**src/verilog/seep_map.svh**
```systemverilog
`ifndef SEEP_MAP_SVH
`define SEEP_MAP_SVH

// System clock rate in kHz and the programming time limit in ms.
`define SEEP_CLK_KHZ 50000
`define SEEP_PROG_MS 8
// Longest programming time in clock cycles, milliseconds times kHz.
`define SEEP_PROG_CYC (`SEEP_PROG_MS * `SEEP_CLK_KHZ)

// Memory geometry: default address width and page size.
`define SEEP_ADDR_W 11
`define SEEP_PAGE_BITS 4

// Command byte layout: type code field, direction bit, high address field.
`define SEEP_TYPE_CODE 4'ha
`define SEEP_TYPE_MSB 7
`define SEEP_TYPE_LSB 4
`define SEEP_DIR_BIT 0
`define SEEP_HI_LSB 1

// Bit count value that marks the last bit of a byte.
`define SEEP_LAST_BIT 3'h7

`endif

```
**src/verilog/seep_pkg.sv**
```systemverilog
package seep_pkg;

  // Byte framing states of the bus slave, one-hot.
  typedef enum logic [6:0] {
    ST_IDLE = 7'h01,
    ST_RX   = 7'h02,
    ST_ACKW = 7'h04,
    ST_ACK  = 7'h08,
    ST_TX   = 7'h10,
    ST_MACK = 7'h20,
    ST_SKIP = 7'h40
  } seep_state_t;

  // Which byte of the transaction is expected next, one-hot.
  typedef enum logic [2:0] {
    PH_CMD  = 3'h1,
    PH_ADDR = 3'h2,
    PH_DATA = 3'h4
  } seep_phase_t;

endpackage

```
**src/verilog/seep_buf.sv**
```systemverilog
`timescale 1ns/1ns

// Small FIFO of flip-flops with valid and ready on both sides.
module seep_buf #(
  parameter int WIDTH = 8,
  parameter int DEPTH = 2
) (
  // Clock and reset.
  input wire logic clk,
  input wire logic rst,
  // Filling side.
  input wire logic inValid,
  output logic inReady,
  input wire logic [WIDTH-1:0] inData,
  // Draining side.
  output logic outValid,
  input wire logic outReady,
  output logic [WIDTH-1:0] outData
);

  localparam int PW = (DEPTH > 1) ? $clog2(DEPTH) : 1;
  localparam int CW = $clog2(DEPTH + 1);

  // Depth below two would stall the source on every word.
  if (DEPTH < 2) begin : g_chk
    $error("seep_buf needs DEPTH of at least 2");
  end

  logic [WIDTH-1:0] mem [DEPTH];  // Storage entries.
  logic [PW-1:0] wrPtr;  // Next entry to fill.
  logic [PW-1:0] rdPtr;  // Oldest entry.
  logic [CW-1:0] count;  // Entries held.
  logic [PW-1:0] next_wrPtr;
  logic [PW-1:0] next_rdPtr;
  logic [CW-1:0] next_count;
  logic doPush;
  logic doPop;

  // Pointer step with wrap at the depth.
  function automatic logic [PW-1:0] step(input logic [PW-1:0] p);
    step = (p == PW'(DEPTH - 1)) ? '0 : PW'(p + 1'b1);
  endfunction

  // Full and empty come straight from the count, so they never lie.
  assign inReady = (count != CW'(DEPTH));
  assign outValid = (count != '0);
  assign outData = mem[rdPtr];
  assign doPush = inValid && inReady;
  assign doPop = outValid && outReady;

  // Next pointer and count values.
  always_comb begin
    next_wrPtr = doPush ? step(wrPtr) : wrPtr;
    next_rdPtr = doPop ? step(rdPtr) : rdPtr;
    next_count = count;
    if (doPush && !doPop) begin
      next_count = CW'(count + 1'b1);
    end else if (doPop && !doPush) begin
      next_count = CW'(count - 1'b1);
    end
  end

  // Register pointers, count and the written entry.
  always_ff @(posedge clk or posedge rst) begin
    if (rst) begin
      wrPtr <= '0;
      rdPtr <= '0;
      count <= '0;
    end else begin
      wrPtr <= next_wrPtr;
      rdPtr <= next_rdPtr;
      count <= next_count;
      if (doPush) begin
        mem[wrPtr] <= inData;
      end
    end
  end
endmodule

```
**src/verilog/seep_slave.sv**
```systemverilog
`timescale 1ns/1ns
`include "seep_map.svh"

// Contract
// [RULE1] Sample on SCL rise, change on fall.
// [RULE2] SDA is open drain: pull low or release.
// [RULE3] Write protect pin high blocks all writes.
// [RULE4] One protection bit per page blocks writes.
// [RULE5] Pages of sixteen bytes, programmed together.
// [RULE6] Master keeps SCL rate within limit.
// [RULE7] Standby after stop or finished programming.
// [RULE8] SDA fall with SCL high starts transaction.
// [RULE9] Stop ends transaction, starts programming if data.
// [RULE10] Stop after read goes straight to standby.
// [RULE11] Receiver pulls SDA low in ninth clock.
// [RULE12] Transmitter releases SDA after eighth bit.
// [RULE13] Acknowledge every byte once addressed; the code nacks a data byte when its two-entry buffer is full.
// [RULE14] Master acks wanted bytes, nacks last.
// [RULE15] SDA changes only while SCL low.
// [RULE16] Nine clocks per byte, MSB first.
// [RULE17] Command byte bit zero selects direction.
// [RULE18] Write command carries upper address bits.
// [RULE19] Byte after write command is address.
// [RULE20] Read data continues while master acknowledges.
// [RULE21] Slave only, never drives SCL.
// [RULE22] Master supplies every SCL pulse.
// [RULE23] Address counter advances on writes and reads.
// [RULE24] No command acknowledge while programming.
// [RULE25] Programming finishes within eight milliseconds.
// [RULE26] Respond only to matching device type code.
module seep_slave #(
  parameter int ADDR_W = `SEEP_ADDR_W,
  parameter int PROG_CYCLES = `SEEP_PROG_CYC
) (
  // Clock and reset.
  input wire logic clk,
  input wire logic rst,
  // Two-wire bus pins; SCL is input only.
  input wire logic scl,
  input wire logic sdaIn,
  output logic sdaOut,
  output logic sdaOe,
  // Write protect pin.
  input wire logic wpPin,
  // Memory read port, combinational data for the given address.
  output logic [ADDR_W-1:0] memRdAddr,
  input wire logic [7:0] memRdData,
  // Write data stream toward the page buffer.
  output logic wrValid,
  input wire logic wrReady,
  output logic [ADDR_W-1:0] wrAddr,
  output logic [7:0] wrData,
  // Programming cycle status.
  output logic progStart,
  output logic progBusy,
  // Page protection bit setting and state.
  input wire logic protSet,
  input wire logic [ADDR_W-`SEEP_PAGE_BITS-1:0] protPage,
  output logic [(1<<(ADDR_W-`SEEP_PAGE_BITS))-1:0] pageProt,
  // Idle bus and no programming.
  output logic standby
);

  localparam int HI_W = ADDR_W - 8;
  localparam int PG_W = ADDR_W - `SEEP_PAGE_BITS;
  localparam int PAGES = 1 << PG_W;
  localparam int TW = $clog2(PROG_CYCLES + 1);

  // Only the two documented array sizes are served.
  if (ADDR_W < 10 || ADDR_W > 11 || PROG_CYCLES < 1) begin : g_chk
    $error("seep_slave needs ADDR_W of 10 or 11 and PROG_CYCLES above 0");
  end

  // Synchronisers for the pins; the second stage is read, and a third stage on SCL and SDA gives their edges.
  logic sclM, sclS, sclD;
  logic sdaM, sdaS, sdaD;
  logic wpM, wpS;

  // Framing state.
  seep_pkg::seep_state_t state, next_state;
  seep_pkg::seep_phase_t phase, next_phase;
  logic [2:0] bitCnt, next_bitCnt;  // Bits done in this byte.
  logic [7:0] shiftReg, next_shiftReg;  // Received bits.
  logic [7:0] txReg, next_txReg;  // Byte being sent.
  logic sdaLow, next_sdaLow;  // Pulling SDA low.
  logic isRead, next_isRead;  // Read command seen.
  logic doAck, next_doAck;  // Acknowledge decision for this byte.
  logic mAcked, next_mAcked;  // Master acknowledged the sent byte.
  logic dataTaken, next_dataTaken;  // Write data accepted since the last stop.
  logic [HI_W-1:0] addrHi, next_addrHi;  // Upper address from command.
  logic [ADDR_W-1:0] addr, next_addr;  // Internal address counter.
  logic progGo, next_progStart;
  logic [TW-1:0] progCnt, next_progCnt;
  logic [PAGES-1:0] next_pageProt;
  logic next_standby;

  // Decoded bus events and helpers.
  logic sclRise, sclFall, startDet, stopDet;
  logic [7:0] rxByte;
  logic loadTx;
  logic pushReq, bufReady, writable;

  // Page address held, low four bits wrap inside the page.
  function automatic logic [ADDR_W-1:0] pageIncr(input logic [ADDR_W-1:0] a);
    pageIncr = {a[ADDR_W-1:`SEEP_PAGE_BITS], 4'(a[`SEEP_PAGE_BITS-1:0] + 1'b1)};
  endfunction

  // Pin synchronisers; SCL is sampled like any other pin.
  always_ff @(posedge clk or posedge rst) begin
    if (rst) begin
      sclM <= 1'b1;
      sclS <= 1'b1;
      sclD <= 1'b1;
      sdaM <= 1'b1;
      sdaS <= 1'b1;
      sdaD <= 1'b1;
      wpM <= 1'b1;
      wpS <= 1'b1;
    end else begin
      sclM <= scl;
      sclS <= sclM;
      sclD <= sclS;
      sdaM <= sdaIn;
      sdaS <= sdaM;
      sdaD <= sdaS;
      wpM <= wpPin;
      wpS <= wpM;
    end
  end

  // Edges and conditions; a data change with SCL high is start or stop.
  assign sclRise = sclS && !sclD;  // [RULE1]
  assign sclFall = !sclS && sclD;  // [RULE1]
  assign startDet = sclS && sclD && sdaD && !sdaS;  // [RULE8] [RULE15]
  assign stopDet = sclS && sclD && !sdaD && sdaS;  // [RULE9] [RULE15]
  assign rxByte = {shiftReg[6:0], sdaS};  // [RULE16]

  // The page write target must be unprotected by pin and page bit.
  assign writable = !wpS && !pageProt[addr[ADDR_W-1:`SEEP_PAGE_BITS]];  // [RULE3] [RULE4]

  // The line is only ever pulled low; the pad pull-up makes the high.
  assign sdaOut = 1'b0;  // [RULE2]
  assign sdaOe = sdaLow;  // [RULE2]
  assign memRdAddr = addr;
  assign progBusy = (progCnt != '0);

  // Next framing values. Start and stop override any byte in flight.
  always_comb begin
    next_state = state;
    next_phase = phase;
    next_bitCnt = bitCnt;
    next_shiftReg = shiftReg;
    next_txReg = txReg;
    next_sdaLow = sdaLow;
    next_isRead = isRead;
    next_doAck = doAck;
    next_mAcked = mAcked;
    next_dataTaken = dataTaken;
    next_addrHi = addrHi;
    next_addr = addr;
    pushReq = 1'b0;
    progGo = 1'b0;
    loadTx = 1'b0;
    case (state)
      // Receive a byte, MSB first, on SCL rises.
      seep_pkg::ST_RX: begin
        if (sclRise) begin
          next_shiftReg = rxByte;  // [RULE1] [RULE16]
          next_bitCnt = 3'(bitCnt + 1'b1);
          if (bitCnt == `SEEP_LAST_BIT) begin
            next_state = seep_pkg::ST_ACKW;
            next_doAck = 1'b0;
            if (phase == seep_pkg::PH_CMD) begin
              // Foreign type code or busy programming gets no answer.
              if (rxByte[`SEEP_TYPE_MSB:`SEEP_TYPE_LSB] == `SEEP_TYPE_CODE && !progBusy) begin  // [RULE26] [RULE24]
                next_doAck = 1'b1;  // [RULE13]
                next_isRead = rxByte[`SEEP_DIR_BIT];  // [RULE17]
                if (!rxByte[`SEEP_DIR_BIT]) begin
                  next_addrHi = rxByte[`SEEP_HI_LSB +: HI_W];  // [RULE18]
                end
              end
            end else if (phase == seep_pkg::PH_ADDR) begin
              next_doAck = 1'b1;  // [RULE13]
              next_addr = {addrHi, rxByte};  // [RULE19]
            end else begin
              // A full buffer refuses the byte rather than lose it.
              next_doAck = bufReady;  // [RULE13]
              if (bufReady) begin
                next_addr = pageIncr(addr);  // [RULE23] [RULE5]
                if (writable) begin
                  pushReq = 1'b1;  // [RULE5]
                  next_dataTaken = 1'b1;
                end
              end
            end
          end
        end
      end
      // Wait for the fall that opens the acknowledge clock.
      seep_pkg::ST_ACKW: begin
        if (sclFall) begin
          if (doAck) begin
            next_sdaLow = 1'b1;  // [RULE11]
            next_state = seep_pkg::ST_ACK;
          end else begin
            next_state = seep_pkg::ST_SKIP;
          end
        end
      end
      // Hold the acknowledge until the ninth clock ends.
      seep_pkg::ST_ACK: begin
        if (sclFall) begin
          next_bitCnt = 3'h0;
          next_phase = (phase == seep_pkg::PH_CMD && !isRead) ? seep_pkg::PH_ADDR : seep_pkg::PH_DATA;
          if (isRead) begin
            loadTx = 1'b1;  // [RULE20]
          end else begin
            next_sdaLow = 1'b0;  // [RULE1]
            next_state = seep_pkg::ST_RX;
          end
        end
      end
      // Send a byte, changing the line on SCL falls.
      seep_pkg::ST_TX: begin
        if (sclFall) begin
          next_bitCnt = 3'(bitCnt + 1'b1);
          if (bitCnt == `SEEP_LAST_BIT) begin
            next_sdaLow = 1'b0;  // [RULE12]
            next_mAcked = 1'b0;
            next_state = seep_pkg::ST_MACK;
          end else begin
            next_txReg = {txReg[6:0], 1'b0};  // [RULE16]
            next_sdaLow = !txReg[6];  // [RULE1]
          end
        end
      end
      // Master acknowledge slot: continue only if it pulled low.
      seep_pkg::ST_MACK: begin
        if (sclRise) begin
          next_mAcked = !sdaS;  // [RULE20]
        end
        if (sclFall) begin
          if (mAcked) begin
            next_bitCnt = 3'h0;
            loadTx = 1'b1;  // [RULE20]
          end else begin
            next_state = seep_pkg::ST_SKIP;
          end
        end
      end
      // Idle or ignoring the rest of a transaction.
      seep_pkg::ST_IDLE, seep_pkg::ST_SKIP: begin
        next_sdaLow = 1'b0;
      end
      default: begin
        next_state = seep_pkg::ST_IDLE;
        next_sdaLow = 1'b0;
      end
    endcase
    // Load the next read byte and drive its first bit at this fall.
    if (loadTx) begin
      next_txReg = memRdData;
      next_sdaLow = !memRdData[7];  // [RULE1]
      next_addr = ADDR_W'(addr + 1'b1);  // [RULE23]
      next_state = seep_pkg::ST_TX;
    end
    if (startDet) begin
      next_state = seep_pkg::ST_RX;  // [RULE8]
      next_phase = seep_pkg::PH_CMD;  // [RULE17]
      next_bitCnt = 3'h0;
      next_sdaLow = 1'b0;
      next_isRead = 1'b0;
    end else if (stopDet) begin
      next_state = seep_pkg::ST_IDLE;  // [RULE7] [RULE10]
      next_sdaLow = 1'b0;
      next_dataTaken = 1'b0;
      progGo = dataTaken;  // [RULE9]
    end
  end

  // Programming timer, page protection bits and standby flag.
  always_comb begin
    next_progStart = progGo;
    next_progCnt = progCnt;
    if (progGo) begin
      next_progCnt = TW'(PROG_CYCLES);  // [RULE25]
    end else if (progCnt != '0) begin
      next_progCnt = TW'(progCnt - 1'b1);
    end
    next_pageProt = pageProt;
    if (protSet) begin
      next_pageProt[protPage] = 1'b1;  // [RULE4]
    end
    next_standby = (state == seep_pkg::ST_IDLE) && !progBusy && sclS && sdaS;  // [RULE7]
  end

  // Register all state; the device never has an SCL driver.
  always_ff @(posedge clk or posedge rst) begin
    if (rst) begin
      state <= seep_pkg::ST_IDLE;  // [RULE21]
      phase <= seep_pkg::PH_CMD;
      bitCnt <= 3'h0;
      shiftReg <= 8'h00;
      txReg <= 8'h00;
      sdaLow <= 1'b0;
      isRead <= 1'b0;
      doAck <= 1'b0;
      mAcked <= 1'b0;
      dataTaken <= 1'b0;
      addrHi <= '0;
      addr <= '0;
      progStart <= 1'b0;
      progCnt <= '0;
      pageProt <= '0;
      standby <= 1'b0;
    end else begin
      state <= next_state;
      phase <= next_phase;
      bitCnt <= next_bitCnt;
      shiftReg <= next_shiftReg;
      txReg <= next_txReg;
      sdaLow <= next_sdaLow;
      isRead <= next_isRead;
      doAck <= next_doAck;
      mAcked <= next_mAcked;
      dataTaken <= next_dataTaken;
      addrHi <= next_addrHi;
      addr <= next_addr;
      progStart <= next_progStart;
      progCnt <= next_progCnt;
      pageProt <= next_pageProt;
      standby <= next_standby;
    end
  end

  // Two-entry buffer lets the page buffer stall without losing a byte.
  seep_buf #(.WIDTH(ADDR_W + 8), .DEPTH(2)) u_buf (
    .clk(clk),
    .rst(rst),
    .inValid(pushReq),
    .inReady(bufReady),
    .inData({addr, rxByte}),
    .outValid(wrValid),
    .outReady(wrReady),
    .outData({wrAddr, wrData})
  );
endmodule
```
**config.mk**
```make
export PLATFORM = sky130hd
export DESIGN_NAME = seep_slave
export DESIGN_NICKNAME = d
export VERILOG_FILES = /design/src/verilog/seep_pkg.sv /design/src/verilog/seep_buf.sv /design/src/verilog/seep_slave.sv
export VERILOG_INCLUDE_DIRS = /design/src /design/src/verilog
export SDC_FILE = /design/constraint.sdc
export NUM_CORES = 1
export LEC_CHECK = 0
export ABC_CLOCK_PERIOD_IN_PS = 6400
export BUFFER_PORTS_ARGS = -buffer_cell sky130_fd_sc_hd__buf_4
export CORE_UTILIZATION = 50
export DETAILED_ROUTE_END_ITERATION = 10
export GPL_TIMING_DRIVEN = 0
export PLACE_DENSITY = 0.84
export SYNTH_ARGS = -nofsm -noshare
export SYNTH_HDL_FRONTEND = slang
export SYNTH_SLANG_ARGS = --single-unit
```
**constraint.sdc**
```tcl
create_clock -name clk -period 6.4 [get_ports clk]
set_input_delay 0.96 -clock clk [delete_from_list [all_inputs] [get_ports clk]]
set_output_delay 0.96 -clock clk [all_outputs]
set_load 0.05 [all_outputs]
```
==> results.toml, run 1 <==
[outcome]
outcome = "completed"

[critical_path]
timing.critical_path.mode_cell = "buf_4"
path_buf_inv = 3
cp.required_ns = 6.62
cp_slowest_cell = "clkbuf_1"
crit_path_start_kind = "register"
crit_chain = "clkbuf_1 -> mux4_2 -> a32o_1 -> o311ai_0 -> o21ai_1 -> nor4_2 -> buf_4 -> buf_4"
rr_worst_depth = 8
cp_max_fo = 10
rr_startpoint = "memRdAddr[6]"
r2r-end = "u_buf.mem[1][8]"
crit_path_end_kind = "register"
ff2ff_setup_slack_ns = 2.47
crit_type = "reg2reg"
cp_slowest_stage_delay_ns = 0.70
arrival_ns = 4.15
cp_top_family = "buffers and inverters"

[finish]
design_area_um2 = 13760
area_growth_pct = 25.17
drive_gt1_share_pct = 29.95
nNetsFinal = 1130
utilization_pct = 64.63
nFillCells = 1525
diodes = 0

[hold_path]
hold_class = "reg2reg"
min_from = "sclM"
hold_end = "sclS"
hold_depth = 0

[yosys]
ys.flop_type = "dfrtp_1"
synth_edf_count = 38
synth_top_area_share_pct = 44.85
syn_inst = 886
yosys_warnings = 0
yosysSeqAreaShare_pct = 57.62
synth_top_cell_by_area = "dfrtp_1"
syn_area_um2 = 10990
yosysMostFrequentCell = "dfrtp_1"
synth.distinct_cells = 70
synthTopCellsByCount = "dfrtp_1 (197), a21o_1 (88), nor2_1 (52)"
syn_nets = 913
syn_avg_cell_area_um2 = 12.41
async_reset_ff_share_pct = 84.49
ys_ff_latch = 245
synth_area_leaders = "dfrtp_1 (45%), edfxtp_1 (10%), a21o_1 (6.0%)"

[placement]
place_area_um2 = 12840
routabilityCongestion = 0.8945
numPortBuffers = 181
place_ws_ns = 2.608
dp_hpwl_um = 21640

[clock_network]
cts_tree = "done"
clk_pin_slew_worst_paths_ns = 0.07
hold_buffers = 0
ctsRootBufferMaster = "clkbuf_16"
postCtsSetupBuffers = 0
htreeDepth = 1
clk_latency_ns = 0.53
cts_buffer_depth = 3
cts_buffers = 25
cts.sink_count = 245
ctsResizeCount = 0

[global_routing]
antenna_found_initial = 0
grt_pass1_wl_um = 47620
grt_start_max_net_pins = 45
grt-ovfl-total = 0
grt_pass1_vias = 8475
grt.total_usage_pct = 27.76

[sta]
holdWs_ns = 0.3549
fin_tns_setup_ns = 0
fmax_mhz = 254.2
skew_ns = 0.02223
finalHoldViolCount = 0
report.final.slew_viol_count = 0
fin_crit_sh_pct = 61.46
setup_viol = 0
setup_slack_ns = 2.467
rsz0062_at_grt = "no"
fin_crit_ns = 3.933
tightest_slew_ns = 1.168
maxSlewHeadroom_pct = 21.41

[detailed_routing]
post-route-drc-count = 0
drtIter0Drc = 763
ant_nets = 0
vias = 8531
wl_per_cell_um = 21.82
drt-total-wl_um = 30490
via_per_inst = 6.107
drt_first_pass_iters = 5

[die]
num_rows = 53
dieArea_um2 = 22580
die_height_um = 150.3
die_x_um = 150.3
core_area_um2 = 21290
io_pins = 186
start_util_pct = 51.64

[power_and_ir_drop]
p_leak_nw = 6.813
p_per_area_nw_per_um2 = 502.2
irDropWorstVdd_v = 0.0004720

[flow_run]
drv_cap = 0
==> cell usage in the layout, fill, tap and decap left out, types with 5 or more instances in the layout <==
cell type  Yosys  routed
dfrtp_1      197     197
buf_4          3     188
a21o_1        88      88
nor2_1        52      52
nand2_1       49      49
o21bai_1      40      40
edfxtp_1      38      38
o21ai_0       36      36
clkbuf_1      31      32
mux2_2        32      32
mux4_2        27      27
nand3_1       26      26
mux2i_1       26      26
a21oi_1       26      26
clkbuf_16      0      26
nand2b_1      18      18
nor3_1        18      18
inv_1         17      16
xor2_1        13      13
dfstp_2       10      10
nor2b_1        9       9
nand4_1        9       9
and3_1         8       8
buf_2          7       7
o2111ai_1      7       7
xnor2_1        6       6
or3_1          5       5
or2_2          5       5
ha_1           5       5
clkinv_2       0       5
bufinv_16      0       5
buf_12         0       5
==> report_power, final <==
part / switching, mW / total, mW / leakage (nW) / internal [mW]
Clock: 0.621 / 1.60 / 0.447 / 0.981
Combinational: 2.04 / 3.28 / 3.29 / 1.24
Sequential: 0.181 / 2.03 / 3.07 / 1.85
==> kinds of logic (layout without fill, tap and decap cells) <==
| group | count (synthesis) | in the layout | share of synthesized area, % |
|---|---|---|---|
| flops | 245 | 245 | 57.62 |
| simple gates | 237 | 237 | 11.90 |
| compound gates | 231 | 231 | 14.65 |
| mux | 88 | 88 | 11.49 |
| buf+inv | 60 | 296 | 2.231 |
| xor+xnor | 19 | 19 | 1.514 |
| fa+ha+maj | 5 | 5 | 0.5692 |
| other cells | 1 | 1 | 0.03412 |
==> through the flow <==
stage | std cells | power [mW]
finish | 1397 | 6.909
global route | 1397 | 7.325
CTS | 1397 | 6.919
detailed placement | 1351 | 5.291
global placement | 1342 | 5.173
floorplan | 886 | 4.312
==> layer usage <==
metal / share of wire (%) / global-route usage, % / up-vias
met1: 40 / 36.73 / 4308
met4: 3.7 / 10.76 / 0
li1: - / - / 3707
met3: 8.7 / 6.424 / 75
met5: 0 / 0 / -
met2: 47 / 44.45 / 441
==> layout make-up <==
type / instances / area [µm²] / area share [%]
flip-flops and latches: 245 / 6334 / 46.03
multi-input cells: 581 / 4425 / 32.17
well taps: 275 / 344.1 / 2.501
inverters: 17 / 67.56 / 0.4911
clock inverters: 16 / 221.5 / 1.610
clock buffers: 30 / 695.7 / 5.056
plain buffers: 43 / 181.4 / 1.319
repair buffers: 190 / 1489 / 10.82
==> sequential cells by signal, indices dropped and copies added, names as in the netlist, 2 cells and up <==
signal       flops
state            7
u_buf.mem       38
progCnt         19
txReg            7
addrHi           3
shiftReg         7
memRdAddr       11
pageProt       128
bitCnt           3
u_buf.count      2
phase            3
==> worst max-delay path by stage <==
stage / to / startpoint / depth (start not counted)
after floorplan: u_buf.mem[0][0] / memRdAddr[5] / 6
after global placement: u_buf.mem[1][0] / memRdAddr[6] / 6
after detailed placement: u_buf.mem[1][0] / memRdAddr[6] / 8
after CTS: u_buf.mem[1][8] / memRdAddr[6] / 8
after global routing: u_buf.mem[1][7] / memRdAddr[5] / 9
final: u_buf.mem[1][8] / memRdAddr[6] / 8
Power figures use the tool's default switching activity.
==> inputs of run 2 (changes only) <==
--- a/config.mk
+++ b/config.mk
@@ -6,12 +6,13 @@
 export SDC_FILE = /design/constraint.sdc
 export NUM_CORES = 1
 export LEC_CHECK = 0
-export ABC_CLOCK_PERIOD_IN_PS = 6400
+export ABC_AREA = 1
+export ABC_CLOCK_PERIOD_IN_PS = 3810
 export BUFFER_PORTS_ARGS = -buffer_cell sky130_fd_sc_hd__buf_4
 export CORE_UTILIZATION = 50
 export DETAILED_ROUTE_END_ITERATION = 10
 export GPL_TIMING_DRIVEN = 0
-export PLACE_DENSITY = 0.84
+export PLACE_DENSITY = 0.81
 export SYNTH_ARGS = -nofsm -noshare
 export SYNTH_HDL_FRONTEND = slang
 export SYNTH_SLANG_ARGS = --single-unit
==> constraint.sdc (replaced) <==
create_clock -name clk -period 3.81 [get_ports clk]
set_input_delay 0.5715 -clock clk [delete_from_list [all_inputs] [get_ports clk]]
set_output_delay 0.5715 -clock clk [all_outputs]
set_load 0.05 [all_outputs]
==> run 2 against run 1 <==
Net effect:
- the flow now finishes with violations (design-rule violations)
- sequential cell count did not move
- setup slack worse by 2.3 ns
- area after synthesis increased by 3.3%
- register-to-register slack got worse by 2.3 ns
- die area increased by 3.3%
- combinational power decreased by 48%
- total power up 6.5%
- cell count up 26%
- largest power group is now sequential cells
- final area up 2.3%
==> results.toml, run 2 <==
[sta]
report.final.slew_viol_count = 0
rsz0062_at_grt = "no"
fin_crit_ns = 3.613
maxSlewHeadroom_pct = 33.16
fmax_mhz = 276.8
finalHoldViolCount = 0
fin_tns_setup_ns = 0
tightest_slew_ns = 1.001
setup_viol = 0
setup_slack_ns = 0.1975
skew_ns = 0.02561
fin_crit_sh_pct = 94.82

[power_and_ir_drop]
finalPower_mw = 7.360
irDropWorstVdd_v = 0.0003283
p_per_area_nw_per_um2 = 523.2
p_leak_nw = 6.655

[critical_path]
rr_startpoint = "memRdAddr[4]"
cp_top_family = "simple AND/OR/NAND/NOR gates"
crit_chain = "buf_2 -> clkbuf_1 -> nand2_1 -> nand3_1 -> a21oi_1 -> nor2_1 -> nand2_1 -> nand2_1 -> nand2_1 -> nand3_1 -> nand4_1 -> nor2_2"
cp.required_ns = 3.94
cp_slowest_stage_delay_ns = 0.80
cp_max_fo = 19
timing.critical_path.mode_cell = "nand2_1"
crit_path_end_kind = "register"
cp_slowest_cell = "nor2_2"
rr_worst_depth = 12
path_buf_inv = 2
worstSetupStartpoint = "memRdAddr[4]"
path_depth = 12
arrival_ns = 3.75
crit_path_start_kind = "register"
crit_type = "reg2reg"

[yosys]
syn_nets = 1278
ys.flop_type = "dfrtp_1"
yosysSeqAreaShare_pct = 55.77
syn_area_um2 = 11360
synth_edf_count = 38
synthTopCellsByCount = "nand2_1 (232), dfrtp_1 (197), inv_1 (177)"
synth_top_cell_by_area = "dfrtp_1"
synth_area_leaders = "dfrtp_1 (43%), edfxtp_1 (10%), nand2_1 (7.7%)"
synth.distinct_cells = 52
synth_top_area_share_pct = 43.41
syn_avg_cell_area_um2 = 9.077
ys_ff_latch = 245
syn_inst = 1251
yosys_warnings = 0
yosysMostFrequentCell = "nand2_1"
async_reset_ff_share_pct = 84.49

[finish]
drive_gt1_share_pct = 22.86
regMostFlops = "pageProt"
largest_reg_flops = 128
final_cell_mix = "nand2_1 (232), dfrtp_1 (197), buf_4 (185), inv_1 (176), o21ai_0 (140)"
nNetsFinal = 1494
layout_commonest_cell = "nand2_1"
area_growth_pct = 23.89
utilization_pct = 63.87
diodes = 0
largestRegisters = "pageProt: 128 flops, u_buf.mem: 38 flops, progCnt: 19 flops"

[clock_network]
cts.sink_count = 245
cts_tree = "done"
htreeDepth = 1
ctsResizeCount = 0
clk_latency_ns = 0.53
clk_pin_slew_worst_paths_ns = 0.06
cts_buffers = 26
cts_buffer_depth = 3
postCtsSetupBuffers = 0
ctsRootBufferMaster = "clkbuf_16"
hold_buffers = 0

[global_routing]
grt_start_max_net_pins = 42
grt_pass1_vias = 9726
antenna_found_initial = 0
grt_pass1_wl_um = 52400
grt-ovfl-total = 0
met3_usage_pct = 5.176
grtUsageMet2_pct = 43.58
gr-usage-met1_pct = 40.30
grt.total_usage_pct = 28.67
busiest_layer = "met2"

[outcome]
outcome = "finished, violations left"
failed_checks = "design-rule violations"

[die]
io_pins = 186
num_rows = 54
start_util_pct = 51.56
die_height_um = 152.7
die_x_um = 152.7
dieArea_um2 = 23320
core_area_um2 = 22030

[detailed_routing]
vias = 10037
drt-total-wl_um = 33360
post-route-drc-count = 9
drtIter0Drc = 1120
wl_per_cell_um = 18.88
via_per_inst = 5.680
ant_nets = 0
drt_first_pass_iters = 11

[hold_path]
hold_depth = 1
min_from = "scl"
hold_class = "in2reg"

[placement]
place_ws_ns = 0.1699
numPortBuffers = 183
routabilityCongestion = 0.9607
dp_hpwl_um = 24020

[flow_run]
drv_cap = 0
-- run 2: worst reg2reg max path: stages (launching register included) --
cell and delay [ns]:
dfrtp_1 0.40, buf_2 0.21, clkbuf_1 0.67, nand2_1 0.12
nand3_1 0.11, a21oi_1 0.08, nor2_1 0.25, nand2_1 0.09
nand2_1 0.15, nand2_1 0.07, nand3_1 0.11, nand4_1 0.16
nor2_2 0.80
-- run 2: final cells by class --
class                   instances  area (µm²)
flip-flops and latches        245        6334
inverters                     195       740.7
clock inverters                11       111.4
clock buffers                  37       763.2
plain buffers                  41       210.2
multi-input cells             770        4085
well taps                     280       350.3
repair buffers                188        1474
fillers                      1764        7958
-- run 2: metrics by stage --
step,std cells,instance area (µm²),hold slack [ns]
2_1_floorplan,1251,11360,0.3452
3_3_place_gp,1714,13090,0.3461
3_5_place_dp,1719,13190,0.3481
4_1_cts,1767,14060,0.1454
5_1_grt,1767,14070,0.1439
6_report,1767,14070,0.1638
-- run 2: cell families (layout without fill, tap and decap cells) --
kind of cell,after synthesis,after routing,share of synthesized area (%)
xor gates and xnor gates,9,9,0.6941
other,1,1,0.03302
buffers and inverters,236,472,8.341
muxes,19,19,1.884
DFF,245,245,55.77
and+or+nand+nor,476,476,19.37
adders and majority gates,5,5,0.5509
AOI/OAI and AO/OA,260,260,13.35
-- run 2: layer usage --
layer / part of all wire (%) / routed length, µm
met5: 0 / 0
met4: 4.3 / 1448
met3: 9.7 / 3252
met2: 45 / 14870
met1: 41 / 13790
-- run 2: path summary, 6_finish.rpt --
| check | end | slack, ns |
|---|---|---|
| max | u_buf.mem[0][16] | 0.20 |
| min | sclM | 0.16 |
| max reg2reg | u_buf.mem[0][16] | 0.20 |
| min reg2reg | sclS | 0.36 |
| max in group asynchronous | pageProt[24] | 2.51 |
| min in group asynchronous | memRdAddr[4] | 0.17 |
-- run 2: power by group --
| group | switching [mW] | internal, mW |
|---|---|---|
| Clock | 1.04 | 1.53 |
| Sequential | 0.191 | 2.89 |
| Combinational | 1.15 | 0.572 |
| Total | 2.37 | 4.99 |
